## src/logic/line_ctl_map.svh

```systemverilog
// register indices, field positions and reset values of the line control bank
`ifndef LINE_CTL_MAP_SVH
`define LINE_CTL_MAP_SVH

// register indices; the byte address is four times the index
`define AUTO_ONES_IDX 8'h0E
`define GLOBAL_CTL_IDX 8'h0F
`define CHAN_PTR_IDX 8'h10
`define SHAPING_DATA_IDX 8'h11

// reset values
`define AUTO_ONES_RST 8'h00
`define GLOBAL_CTL_RST 8'h00
`define CHAN_PTR_RST 3'h0
`define LINE_LENGTH_RST 3'h0

// global control fields
`define GC_RX_ALARM_BIT 6
`define GC_SHORT_OFF_BIT 5
`define GC_CODE_BIT 4
`define GC_DEPTH_BIT 3
`define GC_CORNER_BIT 2
`define GC_JA_HI_BIT 1
`define GC_JA_LO_BIT 0
`define GC_USED_MSB 6

// line length codes
`define LINE_LENGTH_E1 3'h0
`define LINE_LENGTH_T1_MIN 3'h3

// bus field positions
`define ADDR_IDX_MSB 9
`define ADDR_IDX_LSB 2
`define PTR_MSB 2

`endif

```

## src/logic/line_ctl_pkg.sv

```systemverilog
// types shared by the line control bank
package line_ctl_pkg;

  // configuration that the register bank hands to the line datapath
  typedef struct packed {
    logic short_protect_en;
    logic line_code_ami;
    logic zero_suppress_en;
    logic ja_depth_64;
    logic ja_corner;
    logic ja_in_tx;
    logic ja_in_rx;
  } line_cfg_type;

  // per-channel receive pair after alarm insertion
  typedef struct packed {
    logic [7:0] pos;
    logic [7:0] neg;
  } rx_pair_type;

  // decoded target of an apb access
  typedef enum logic [2:0] {
    SEL_NONE = 3'b000,
    SEL_AUTO_ONES = 3'b001,
    SEL_GLOBAL = 3'b010,
    SEL_PTR = 3'b011,
    SEL_SHAPING = 3'b100
  } reg_sel_type;

endpackage

```

## src/logic/line_interface_global_control.sv

```systemverilog
// apb register bank for the eight channel line interface global controls
`timescale 1ns/10ps
`default_nettype none
`include "line_ctl_map.svh"

// How it works
// - auto all-ones select register clears to zero at reset, feature off.
// - select bit set and channel signal loss starts transmit all-ones there.
// - auto all-ones ignored while master clock and transmit clock both held high.
// - global bit 6 enables alarm pattern replacing receive pos/neg data on loss.
// - no receive alarm insertion while master clock is held high.
// - global bit 5 zero keeps short-circuit protection on, one turns it off.
// - global bit 4 zero picks HDB3/B8ZS, one picks plain AMI.
// - zero suppression applies only with unipolar system data.
// - global bit 3 picks jitter attenuator depth 32 or 64 bits.
// - global bit 2 picks one of two jitter attenuator corner frequencies.
// - global bits 1:0 with low bit zero disable attenuator; 01 puts it in transmit.
// - pointer low three bits select channel 0 to 7 directly.
// - shaping data reads and writes reach the pointed channel's storage.
// - line length code zero is E1, codes three to seven are T1 shapes.
// - reading back a line length code returns its bits inverted.
module line_interface_global_control (
  input wire logic I_CLK,
  input wire logic I_NRST,
  input wire logic I_PSEL,
  input wire logic I_PENABLE,
  input wire logic I_PWRITE,
  input wire logic [9:0] I_PADDR,
  input wire logic [31:0] I_PWDATA,
  input wire logic [3:0] I_PSTRB,
  output logic [31:0] O_PRDATA,
  output logic O_PREADY,
  output logic O_PSLVERR,
  input wire logic I_MCLK_HELD_HIGH,
  input wire logic [7:0] I_TX_CLOCK_IN_HIGH,
  input wire logic [7:0] I_SIGNAL_LOSS,
  input wire logic I_SYS_UNIPOLAR,
  input wire logic [7:0] I_RX_POS,
  input wire logic [7:0] I_RX_NEG,
  output logic [7:0] O_TRANSMIT_ALL_ONES,
  output logic [7:0] O_RX_ALARM_INSERT,
  output line_ctl_pkg::rx_pair_type O_RX_OUT,
  output line_ctl_pkg::line_cfg_type O_LINE_CFG,
  output logic [23:0] O_LINE_LENGTH_CODE,
  output logic [7:0] O_CHAN_E1,
  output logic [7:0] O_CHAN_T1
);

  // ---- bus decode ----
  logic [7:0] reg_idx;
  line_ctl_pkg::reg_sel_type reg_sel;
  logic setup_phase;
  logic access_phase;
  logic wr_take;

  // index of the word addressed; the two low address bits are ignored
  assign reg_idx = I_PADDR[`ADDR_IDX_MSB:`ADDR_IDX_LSB];
  assign setup_phase = I_PSEL & ~I_PENABLE;
  assign access_phase = I_PSEL & I_PENABLE;
  // only the low byte lane carries register bits
  assign wr_take = access_phase & I_PWRITE & I_PSTRB[0];

  // address to register select
  always_comb begin
    unique case (reg_idx)
      `AUTO_ONES_IDX: begin
        reg_sel = line_ctl_pkg::SEL_AUTO_ONES;
      end
      `GLOBAL_CTL_IDX: begin
        reg_sel = line_ctl_pkg::SEL_GLOBAL;
      end
      `CHAN_PTR_IDX: begin
        reg_sel = line_ctl_pkg::SEL_PTR;
      end
      `SHAPING_DATA_IDX: begin
        reg_sel = line_ctl_pkg::SEL_SHAPING;
      end
      default: begin
        reg_sel = line_ctl_pkg::SEL_NONE;
      end
    endcase
  end

  // zero wait states: every access completes in its first access cycle
  assign O_PREADY = 1'b1;
  // unmapped words answer with an error and read as zero
  assign O_PSLVERR = access_phase & (reg_sel == line_ctl_pkg::SEL_NONE);

  // ---- register state ----
  logic [7:0] auto_ones_r;
  logic [7:0] auto_ones_nxt;
  logic [7:0] global_r;
  logic [7:0] global_nxt;
  logic [2:0] ptr_r;
  logic [2:0] ptr_nxt;
  logic [2:0] line_length_r [8];
  logic [2:0] line_length_nxt [8];
  logic [31:0] prdata_r;
  logic [31:0] prdata_nxt;

  // register writes and the read data word
  always_comb begin
    auto_ones_nxt = auto_ones_r;
    global_nxt = global_r;
    ptr_nxt = ptr_r;
    for (int i = 0; i < 8; i++) begin
      line_length_nxt[i] = line_length_r[i];
    end
    prdata_nxt = prdata_r;
    if (wr_take) begin
      unique case (reg_sel)
        line_ctl_pkg::SEL_AUTO_ONES: begin
          auto_ones_nxt = I_PWDATA[7:0];
        end
        line_ctl_pkg::SEL_GLOBAL: begin
          // reserved bit 7 stays zero
          global_nxt = {1'b0, I_PWDATA[`GC_USED_MSB:0]};
        end
        line_ctl_pkg::SEL_PTR: begin
          // low three bits pick the channel
          ptr_nxt = I_PWDATA[`PTR_MSB:0];
        end
        line_ctl_pkg::SEL_SHAPING: begin
          line_length_nxt[ptr_r] = I_PWDATA[2:0];
        end
        line_ctl_pkg::SEL_NONE: begin
          prdata_nxt = prdata_r;
        end
      endcase
    end
    // read word is built in the setup cycle so it stands through access
    if (setup_phase) begin
      prdata_nxt = 32'h0000_0000;
      if (!I_PWRITE) begin
        unique case (reg_sel)
          line_ctl_pkg::SEL_AUTO_ONES: begin
            prdata_nxt[7:0] = auto_ones_r;
          end
          line_ctl_pkg::SEL_GLOBAL: begin
            prdata_nxt[7:0] = global_r;
          end
          line_ctl_pkg::SEL_PTR: begin
            prdata_nxt[`PTR_MSB:0] = ptr_r;
          end
          line_ctl_pkg::SEL_SHAPING: begin
            prdata_nxt[2:0] = ~line_length_r[ptr_r];
          end
          line_ctl_pkg::SEL_NONE: begin
            prdata_nxt = 32'h0000_0000;
          end
        endcase
      end
    end
  end

  // register bank flops
  always_ff @(posedge I_CLK or negedge I_NRST) begin
    if (!I_NRST) begin
      auto_ones_r <= `AUTO_ONES_RST;
      global_r <= `GLOBAL_CTL_RST;
      ptr_r <= `CHAN_PTR_RST;
      for (int i = 0; i < 8; i++) begin
        line_length_r[i] <= `LINE_LENGTH_RST;
      end
      prdata_r <= 32'h0000_0000;
    end else begin
      auto_ones_r <= auto_ones_nxt;
      global_r <= global_nxt;
      ptr_r <= ptr_nxt;
      for (int i = 0; i < 8; i++) begin
        line_length_r[i] <= line_length_nxt[i];
      end
      prdata_r <= prdata_nxt;
    end
  end

  assign O_PRDATA = prdata_r;

  // ---- line side controls ----
  logic [7:0] all_ones_nxt;
  logic [7:0] all_ones_r;
  logic [7:0] alarm_ins_nxt;
  logic [7:0] alarm_ins_r;
  line_ctl_pkg::rx_pair_type rx_nxt;
  line_ctl_pkg::rx_pair_type rx_r;
  line_ctl_pkg::line_cfg_type cfg_nxt;
  line_ctl_pkg::line_cfg_type cfg_r;
  logic [23:0] code_nxt;
  logic [23:0] code_r;
  logic [7:0] e1_nxt;
  logic [7:0] e1_r;
  logic [7:0] t1_nxt;
  logic [7:0] t1_r;

  // per-channel alarm actions and modes; outputs lag inputs by one clock
  always_comb begin
    for (int n = 0; n < 8; n++) begin
      all_ones_nxt[n] = auto_ones_r[n] & I_SIGNAL_LOSS[n]
        & ~(I_MCLK_HELD_HIGH & I_TX_CLOCK_IN_HIGH[n]);
      alarm_ins_nxt[n] = global_r[`GC_RX_ALARM_BIT] & I_SIGNAL_LOSS[n]
        & ~I_MCLK_HELD_HIGH;
      // all-ones pattern shown as marks on the positive rail
      rx_nxt.pos[n] = alarm_ins_nxt[n] ? 1'b1 : I_RX_POS[n];
      rx_nxt.neg[n] = alarm_ins_nxt[n] ? 1'b0 : I_RX_NEG[n];
      code_nxt[3*n +: 3] = line_length_r[n];
      // zero is E1, three up T1
      e1_nxt[n] = (line_length_r[n] == `LINE_LENGTH_E1);
      t1_nxt[n] = (line_length_r[n] >= `LINE_LENGTH_T1_MIN);
    end
  end

  // global configuration decode
  always_comb begin
    cfg_nxt.short_protect_en = ~global_r[`GC_SHORT_OFF_BIT];
    cfg_nxt.line_code_ami = global_r[`GC_CODE_BIT];
    cfg_nxt.zero_suppress_en = ~global_r[`GC_CODE_BIT] & I_SYS_UNIPOLAR;
    cfg_nxt.ja_depth_64 = global_r[`GC_DEPTH_BIT];
    cfg_nxt.ja_corner = global_r[`GC_CORNER_BIT];
    cfg_nxt.ja_in_tx = global_r[`GC_JA_LO_BIT] & ~global_r[`GC_JA_HI_BIT];
    cfg_nxt.ja_in_rx = global_r[`GC_JA_LO_BIT] & global_r[`GC_JA_HI_BIT];
  end

  // line side output flops
  always_ff @(posedge I_CLK or negedge I_NRST) begin
    if (!I_NRST) begin
      all_ones_r <= 8'h00;
      alarm_ins_r <= 8'h00;
      rx_r <= '0;
      cfg_r <= '0;
      code_r <= 24'h00_0000;
      e1_r <= 8'h00;
      t1_r <= 8'h00;
    end else begin
      all_ones_r <= all_ones_nxt;
      alarm_ins_r <= alarm_ins_nxt;
      rx_r <= rx_nxt;
      cfg_r <= cfg_nxt;
      code_r <= code_nxt;
      e1_r <= e1_nxt;
      t1_r <= t1_nxt;
    end
  end

  // all line side outputs come straight from flops
  assign O_TRANSMIT_ALL_ONES = all_ones_r;
  assign O_RX_ALARM_INSERT = alarm_ins_r;
  assign O_RX_OUT = rx_r;
  assign O_LINE_CFG = cfg_r;
  assign O_LINE_LENGTH_CODE = code_r;
  assign O_CHAN_E1 = e1_r;
  assign O_CHAN_T1 = t1_r;

endmodule
`default_nettype wire

```

## config.mk

```make
export PLATFORM = sky130hd
export DESIGN_NAME = line_interface_global_control
export DESIGN_NICKNAME = d
export VERILOG_FILES = /design/src/logic/line_ctl_pkg.sv /design/src/logic/line_interface_global_control.sv
export VERILOG_INCLUDE_DIRS = /design/src /design/src/logic
export SDC_FILE = /design/constraint.sdc
export NUM_CORES = 1
export LEC_CHECK = 0
export BUFFER_PORTS_ARGS = -buffer_cell sky130_fd_sc_hd__buf_2
export CORE_MARGIN = 1
export CORE_UTILIZATION = 45
export CTS_BUF_LIST = sky130_fd_sc_hd__clkbuf_2
export CTS_CLUSTER_SIZE = 8
export DETAILED_ROUTE_END_ITERATION = 12
export PLACE_DENSITY_LB_ADDON = 0.12
export SETUP_SLACK_MARGIN = 0.3
export SLEW_MARGIN = 20
export SYNTH_ARGS = -nofsm -noshare
export SYNTH_HDL_FRONTEND = slang
export SYNTH_SLANG_ARGS = --single-unit
```

## constraint.sdc

```tcl
create_clock -name I_CLK -period 1.7 [get_ports I_CLK]
set_input_delay 0.255 -clock I_CLK [delete_from_list [all_inputs] [get_ports I_CLK]]
set_output_delay 0.255 -clock I_CLK [all_outputs]
set_load 0.03 [all_outputs]
```

==> results of run 1 <==
## synthesized netlist by cell type (2+ instances only)
library cell,instances,area [um^2]
dfrtp_1,129,3228
mux2_2,42,473.0
buf_4,25,187.7
nand2_1,22,82.58
o21ai_0,21,105.1
a21oi_1,12,60.06
clkbuf_1,11,41.29
mux2i_1,10,100.1
nor2b_1,10,62.56
or2_2,10,62.56
nor3_1,9,45.04
a21o_1,8,60.06
and2_1,8,50.05
nor4_1,6,37.54
nand3_1,5,25.02
nand3b_1,5,37.54
inv_1,4,15.01
nand2b_1,4,25.02
a221oi_1,3,26.28
nor2_1,3,11.26
or4_4,3,33.78
buf_1,2,7.510
conb_1,2,7.510
nand4_1,2,12.51
o211ai_1,2,15.01
## timing repair
| action | in CTS | in global routing |
|---|---|---|
| resized for setup | 212 | 29 |
| hold buffers | 51 | 0 |
| endpoints found under the hold margin | 207 | 0 |
| pin swaps | 9 | 8 |
| endpoints found under the setup margin | 115 | 117 |
| buffers inserted | 8 | 9 |
## stage by stage
step | power [W] | util (%)
6_report | 0.005995 | 73.71
4_1_cts | 0.006042 | 72.16
3_3_place_gp | 0.003553 | 57.08
5_1_grt | 0.006242 | 73.71
2_1_floorplan | 0.003404 | -
3_5_place_dp | 0.003559 | 57.08
## critical path: stages, from the launching register on
cell	delay [ps]
dfrtp_2	500
buf_6	150
nand2b_4	150
nor4_4	330
buf_4	180
mux2_4	290
## power groups by stage
stage                     Combinational, W  Sequential, W  Clock [W]
after detailed placement          0.000394        0.00317          0
after CTS                         0.000517        0.00312    0.00241
after global placement            0.000389        0.00316          0
final                             0.000529        0.00312    0.00235
after global routing              0.000567        0.00312    0.00255
after floorplan                   0.000188        0.00322          0
## final cells by class
| cell class | instances | area (um^2) | area share [%] |
|---|---|---|---|
| multi-input combinational | 222 | 1810 | 23.48 |
| clock inverter | 13 | 215.2 | 2.790 |
| sequential | 129 | 3232 | 41.90 |
| timing repair buffer | 238 | 2175 | 28.20 |
| clock buffer | 19 | 95.09 | 1.233 |
| inverter | 4 | 15.01 | 0.1947 |
| tap | 136 | 170.2 | 2.206 |
## cell families after synthesis
logic type             count (synthesis)
multiplexers                          52
other                                  2
AO/OA/AOI/OAI                         49
buffers and inverters                 43
AND/OR/NAND/NOR                       96
flip-flops                           129
## registers in the layout, indices dropped and copies added (netlist names)
signal / flops
O_LINE_LENGTH_CODE: 24
code_nxt: 24
O_RX_OUT: 16
O_CHAN_E1: 8
O_CHAN_T1: 8
O_PRDATA: 8
O_RX_ALARM_INSERT: 8
O_TRANSMIT_ALL_ONES: 8
auto_ones_r: 8
O_LINE_CFG: 7
global_r: 7
ptr_r: 3
## layer usage
metal | vias to the layer above | wire length [um]
li1 | 1726 | -
met3 | 22 | 606
met1 | 1840 | 5074
met2 | 132 | 6086
met5 | - | 0
met4 | 0 | 309
## worst max path at each step
stage                            from           end  slack, ps
after floorplan            I_PADDR[4]  code_nxt[12]        -60
after global placement     I_PADDR[4]   code_nxt[5]       -220
after detailed placement   I_PADDR[4]   code_nxt[8]       -260
after CTS                 O_PRDATA[4]   O_PRDATA[4]        100
after global routing         ptr_r[2]  code_nxt[10]         -7
final                        ptr_r[2]  code_nxt[11]          9
==> results.sh, run 1 <==
export IMPL_die_area_um2=11340
export IMPL_placed_area_um2=5972
export IMPL_drt_iter0_markers=168
export IMPL_drc=0
export IMPL_synth_xor_area_share_pct=0
export IMPL_pre_cts_ws_ps=-261.0
export IMPL_crit_path_start_kind="flip-flop"
export IMPL_timing_hold_ws_ps=79.89
export IMPL_grt_overflow_total=0
export IMPL_swShare_pct=23.70
export IMPL_clockBufferDepth=2
export IMPL_intPower_w=0.004574
export IMPL_worst_slack_ps=9.346
export IMPL_ys_flop_type="dfrtp_1"
export IMPL_tightest_slew_ps=655.8
export IMPL_grt_use_met1_pct=28.71
export IMPL_regToRegEndpoint="code_nxt[11]"
export IMPL_diodes=0
export IMPL_die_w_um=106.5
export IMPL_synth_seq_cells=129
export IMPL_antenna_found_initial=0
export IMPL_synth_enable_flop_cells=0
export IMPL_clkTransAtPathRegs_ps=190
export IMPL_ys_seq_area_share_pct=65.70
export IMPL_ctsRootBufferMaster="clkbuf_2"
export IMPL_syn2layout_area_growth_pct=56.96
export IMPL_rows=37
export IMPL_cts_buffers_inserted=17
export IMPL_slew_viol_final=0
export IMPL_synth_compound_area_share_pct=5.882
export IMPL_grt_max_degree=130
export IMPL_ys_warn_count=0
export IMPL_drt_vias_per_instance=4.888
export IMPL_hold_violations=0
export IMPL_period_share_pct=99.45
export IMPL_core_area_um2=10460
export IMPL_p_per_area_nw_per_um2=777.3
export IMPL_mostFrequentLayoutCells="dfrtp_1 (126), buf_6 (96), buf_2 (53)"
export IMPL_vias=3720
export IMPL_synth_area_um2=4913
export IMPL_synthArstFlopShare_pct=100.0
export IMPL_use_met3_pct=5.518
export IMPL_wire_per_inst_um=15.87
export IMPL_holdCritPathClass="primary input to flip-flop"
export IMPL_finalCriticalPeriod_ps=1691
export IMPL_p_leak_nw=3.912
export IMPL_finalWirelength_um=12080
export IMPL_cts_sinks=129
export IMPL_clk_latency_ps=700
export IMPL_grt_pass1_vias=3735
export IMPL_setup_viol=0
export IMPL_die_y_um=106.5
export IMPL_hp_start="I_PADDR[2]"
export IMPL_htree_num_levels=4
export IMPL_final_nets=697
export IMPL_synth_fa_ha_area_share_pct=0
export IMPL_numPortBuffers=143
export IMPL_cp_max_fo=6
export IMPL_min_path_cells=4
export IMPL_pwr_share_clk_pct=39.2
export IMPL_synth_simple_area_share_pct=11.38
export IMPL_drive_gt1_share_pct=47.68
export IMPL_use_met2_pct=36.55
export IMPL_synth_top_family_by_area="multiplexers"
export IMPL_rsz0062_at_grt="true"
export IMPL_place_gp_congestion=0.7812
export IMPL_slew_headroom_pct=56.28
export IMPL_dp_cells=661
export IMPL_r2r_start="ptr_r[2]"
export IMPL_pwr_share_seq_pct=52.0
export IMPL_synthCells=371
export IMPL_status="complete, no violations"
export IMPL_post_dp_hpwl_um=7135
export IMPL_initial_core_util_pct=46.96
export IMPL_mostFrequentLayoutCell="dfrtp_1"
export IMPL_cp_required_ps=2280
export IMPL_p_sw_w=0.001421
export IMPL_grt_pass1_wl_um=19140
export IMPL_ir_worst_vdd_mv=0.4955
export IMPL_rrSetupSlack_ps=9
export IMPL_setup_tns_ps=0
export IMPL_worstRegToRegCells=5
export IMPL_track_usage_pct=22.73
export IMPL_end_kind="flip-flop"
export IMPL_pwr_share_comb_pct=8.8
export IMPL_instances_no_fill=761
export IMPL_drtPass1Iterations=4
export IMPL_skew_ps=32.09
export IMPL_netlist_cell_type_count=38
export IMPL_ios=198
export IMPL_top_usage_layer="met2"
export IMPL_cts_tree="done"
export IMPL_fin_area_um2=7712
export IMPL_drv_cap=0
export IMPL_fmax_mhz=591.5
export IMPL_critPathArrivalTime_ps=2270
export IMPL_ant_nets=0
export IMPL_fillers=700
export IMPL_criticalPathCategory="flip-flop to flip-flop"
export IMPL_muxShareOfSynthArea_pct=11.66
export IMPL_whs_endpoint="O_PRDATA[7]"
export IMPL_synth_area_per_cell_um2=13.24
(Power assumes the default switching activity.)
==> inputs of run 2 (changes only) <==
--- a/config.mk
+++ b/config.mk
@@ -9,7 +9,8 @@
 export BUFFER_PORTS_ARGS = -buffer_cell sky130_fd_sc_hd__buf_2
 export CORE_MARGIN = 1
 export CORE_UTILIZATION = 45
-export CTS_BUF_LIST = sky130_fd_sc_hd__clkbuf_2
+export CTS_BUF_LIST = sky130_fd_sc_hd__clkbuf_2 sky130_fd_sc_hd__clkbuf_4 sky130_fd_sc_hd__clkbuf_8
+export CTS_CLUSTER_DIAMETER = 80
 export CTS_CLUSTER_SIZE = 8
 export DETAILED_ROUTE_END_ITERATION = 12
 export PLACE_DENSITY_LB_ADDON = 0.12
==> run 2 against run 1 <==
Maximum frequency is 7.9% higher; routed wire length is 8.9% lower; global-route usage is 2.4 points lower; final area is 9.1% lower; sequential power hardly changed; final cell count is 4.5% lower; critical endpoint is now code_nxt[8]; die area stayed put; critical path depth is 1 lower.
==> results.sh, run 2 (same netlist as run 1, synthesis figures left out) <==
export IMPL_p_per_area_nw_per_um2=969.6
export IMPL_ant_nets=0
export IMPL_drtPass1Iterations=4
export IMPL_p_sw_w=0.001455
export IMPL_critPathArrivalTime_ps=1880
export IMPL_use_met2_pct=31.45
export IMPL_finalWirelength_um=11000
export IMPL_post_dp_hpwl_um=7135
export IMPL_fillers=815
export IMPL_clkTransAtPathRegs_ps=70
export IMPL_rsz0062_at_grt="true"
export IMPL_drt_vias_per_instance=4.832
export IMPL_cts_tree="done"
export IMPL_initial_core_util_pct=46.96
export IMPL_pwr_share_seq_pct=45.7
export IMPL_skew_ps=11.42
export IMPL_drv_cap=0
export IMPL_htree_num_levels=4
export IMPL_grt_pass1_vias=3425
export IMPL_p_leak_nw=3.703
export IMPL_numPortBuffers=143
export IMPL_antenna_found_initial=0
export IMPL_drt_iter0_markers=151
export IMPL_tightest_slew_ps=664.3
export IMPL_ios=198
export IMPL_fin_area_um2=7007
export IMPL_drc=0
export IMPL_timing_hold_ws_ps=28.32
export IMPL_ir_worst_vdd_mv=0.5571
export IMPL_pwr_share_comb_pct=6.7
export IMPL_use_met3_pct=4.905
export IMPL_drive_gt1_share_pct=50.93
export IMPL_finalCriticalPeriod_ps=1567
export IMPL_end_kind="flip-flop"
export IMPL_hold_violations=0
export IMPL_period_share_pct=92.20
export IMPL_vias=3513
export IMPL_cts_buffers_inserted=17
export IMPL_crit_path_start_kind="flip-flop"
export IMPL_diodes=0
export IMPL_grt_max_degree=130
export IMPL_final_nets=663
export IMPL_clockBufferDepth=2
export IMPL_intPower_w=0.005339
export IMPL_wire_per_inst_um=15.13
export IMPL_die_w_um=106.5
export IMPL_core_area_um2=10460
export IMPL_die_y_um=106.5
export IMPL_top_usage_layer="met2"
export IMPL_rows=37
export IMPL_grt_overflow_total=0
export IMPL_slew_headroom_pct=55.71
export IMPL_place_gp_congestion=0.7812
export IMPL_pwr_share_clk_pct=47.6
export IMPL_criticalPathCategory="flip-flop to flip-flop"
export IMPL_cp_required_ps=2010
export IMPL_grt_pass1_wl_um=17250
export IMPL_mostFrequentLayoutCells="buf_2 (138), dfrtp_1 (126), buf_4 (32)"
export IMPL_swShare_pct=21.42
export IMPL_holdCritPathClass="primary input to flip-flop"
export IMPL_mostFrequentLayoutCell="buf_2"
export IMPL_clk_latency_ps=430
export IMPL_cp_max_fo=4
export IMPL_syn2layout_area_growth_pct=42.60
export IMPL_track_usage_pct=20.38
export IMPL_status="complete, no violations"
export IMPL_slew_viol_final=0
export IMPL_ctsRootBufferMaster="clkbuf_8"
export IMPL_cts_sinks=129
export IMPL_setup_tns_ps=0
export IMPL_setup_viol=0
export IMPL_fmax_mhz=638.0
export IMPL_die_area_um2=11340
export IMPL_placed_area_um2=5972
export IMPL_grt_use_met1_pct=26.97
==> run 2: cell types whose count changed in the layout (fill, tap and decap cells not counted), moves of 19 or more <==
| cell | previous run | this run |
|---|---|---|
| dlygate4sd3_1 | 51 | 16 |
| clkbuf_8 | 0 | 21 |
| clkbuf_2 | 19 | 0 |
| buf_2 | 53 | 138 |
| buf_6 | 96 | 16 |
==> run 2: area by class of cell <==
class / instances / area (um^2) / area share (%)
clock buffers: 23 / 304.0 / 4.339
clock inverters: 9 / 200.2 / 2.857
inverters: 4 / 15.01 / 0.2143
multi-input cells: 222 / 1774 / 25.32
flip-flops and latches: 129 / 3232 / 46.13
well taps: 136 / 170.2 / 2.429
repair buffers: 204 / 1311 / 18.71
==> run 2: power groups by stage <==
| stage | Combinational (W) | Clock (W) | Sequential (W) |
|---|---|---|---|
| final | 0.000452 | 0.00323 | 0.00311 |
| after floorplan | 0.000188 | 0 | 0.00322 |
| after global routing | 0.000490 | 0.00344 | 0.00311 |
| after CTS | 0.000443 | 0.00329 | 0.00311 |
| after global placement | 0.000389 | 0 | 0.00316 |
| after detailed placement | 0.000394 | 0 | 0.00317 |
==> run 2: routing by layer <==
metal  wire length (um)  up-vias
li1                   -     1658
met1               4929     1717
met2               5234      116
met3                570       22
met4                265        0
met5                  0        -
==> run 2: critical path: stages (launching register included) <==
cell	delay, ps
dfrtp_2	440
buf_6	130
nand2b_4	150
nor4_4	400
mux2_4	340
==> run 2: worst paths after layout <==
check,from,end,slack (ps),cells after the start
min reg2reg,global_r[2],O_LINE_CFG[2],400,0
max reg2reg,ptr_r[2],code_nxt[8],130,4
min,I_RX_POS[0],O_RX_OUT[8],30,2
max in group asynchronous,I_NRST,ptr_r[2],680,3
max,ptr_r[2],code_nxt[8],130,4
min in group asynchronous,I_NRST,O_LINE_LENGTH_CODE[17],490,3
==> run 2: stage by stage <==
stage	std cells	util [%]	worst slack, ps	power [W]
2_1_floorplan	394	-	-61.20	0.003404
3_3_place_gp	661	57.08	-220.6	0.003553
3_5_place_dp	661	57.08	-261.0	0.003559
4_1_cts	720	65.70	134.1	0.006844
5_1_grt	727	66.97	72.89	0.007039
6_report	727	66.97	132.6	0.006794
==> run 2: timing repair <==
item,CTS,global route
hold buffers,16,0
resized for setup,40,20
gates cloned,0,0
setup buffers,11,7
pin swaps,14,14
endpoints found under the hold margin,144,0
endpoints found under the setup margin,30,38
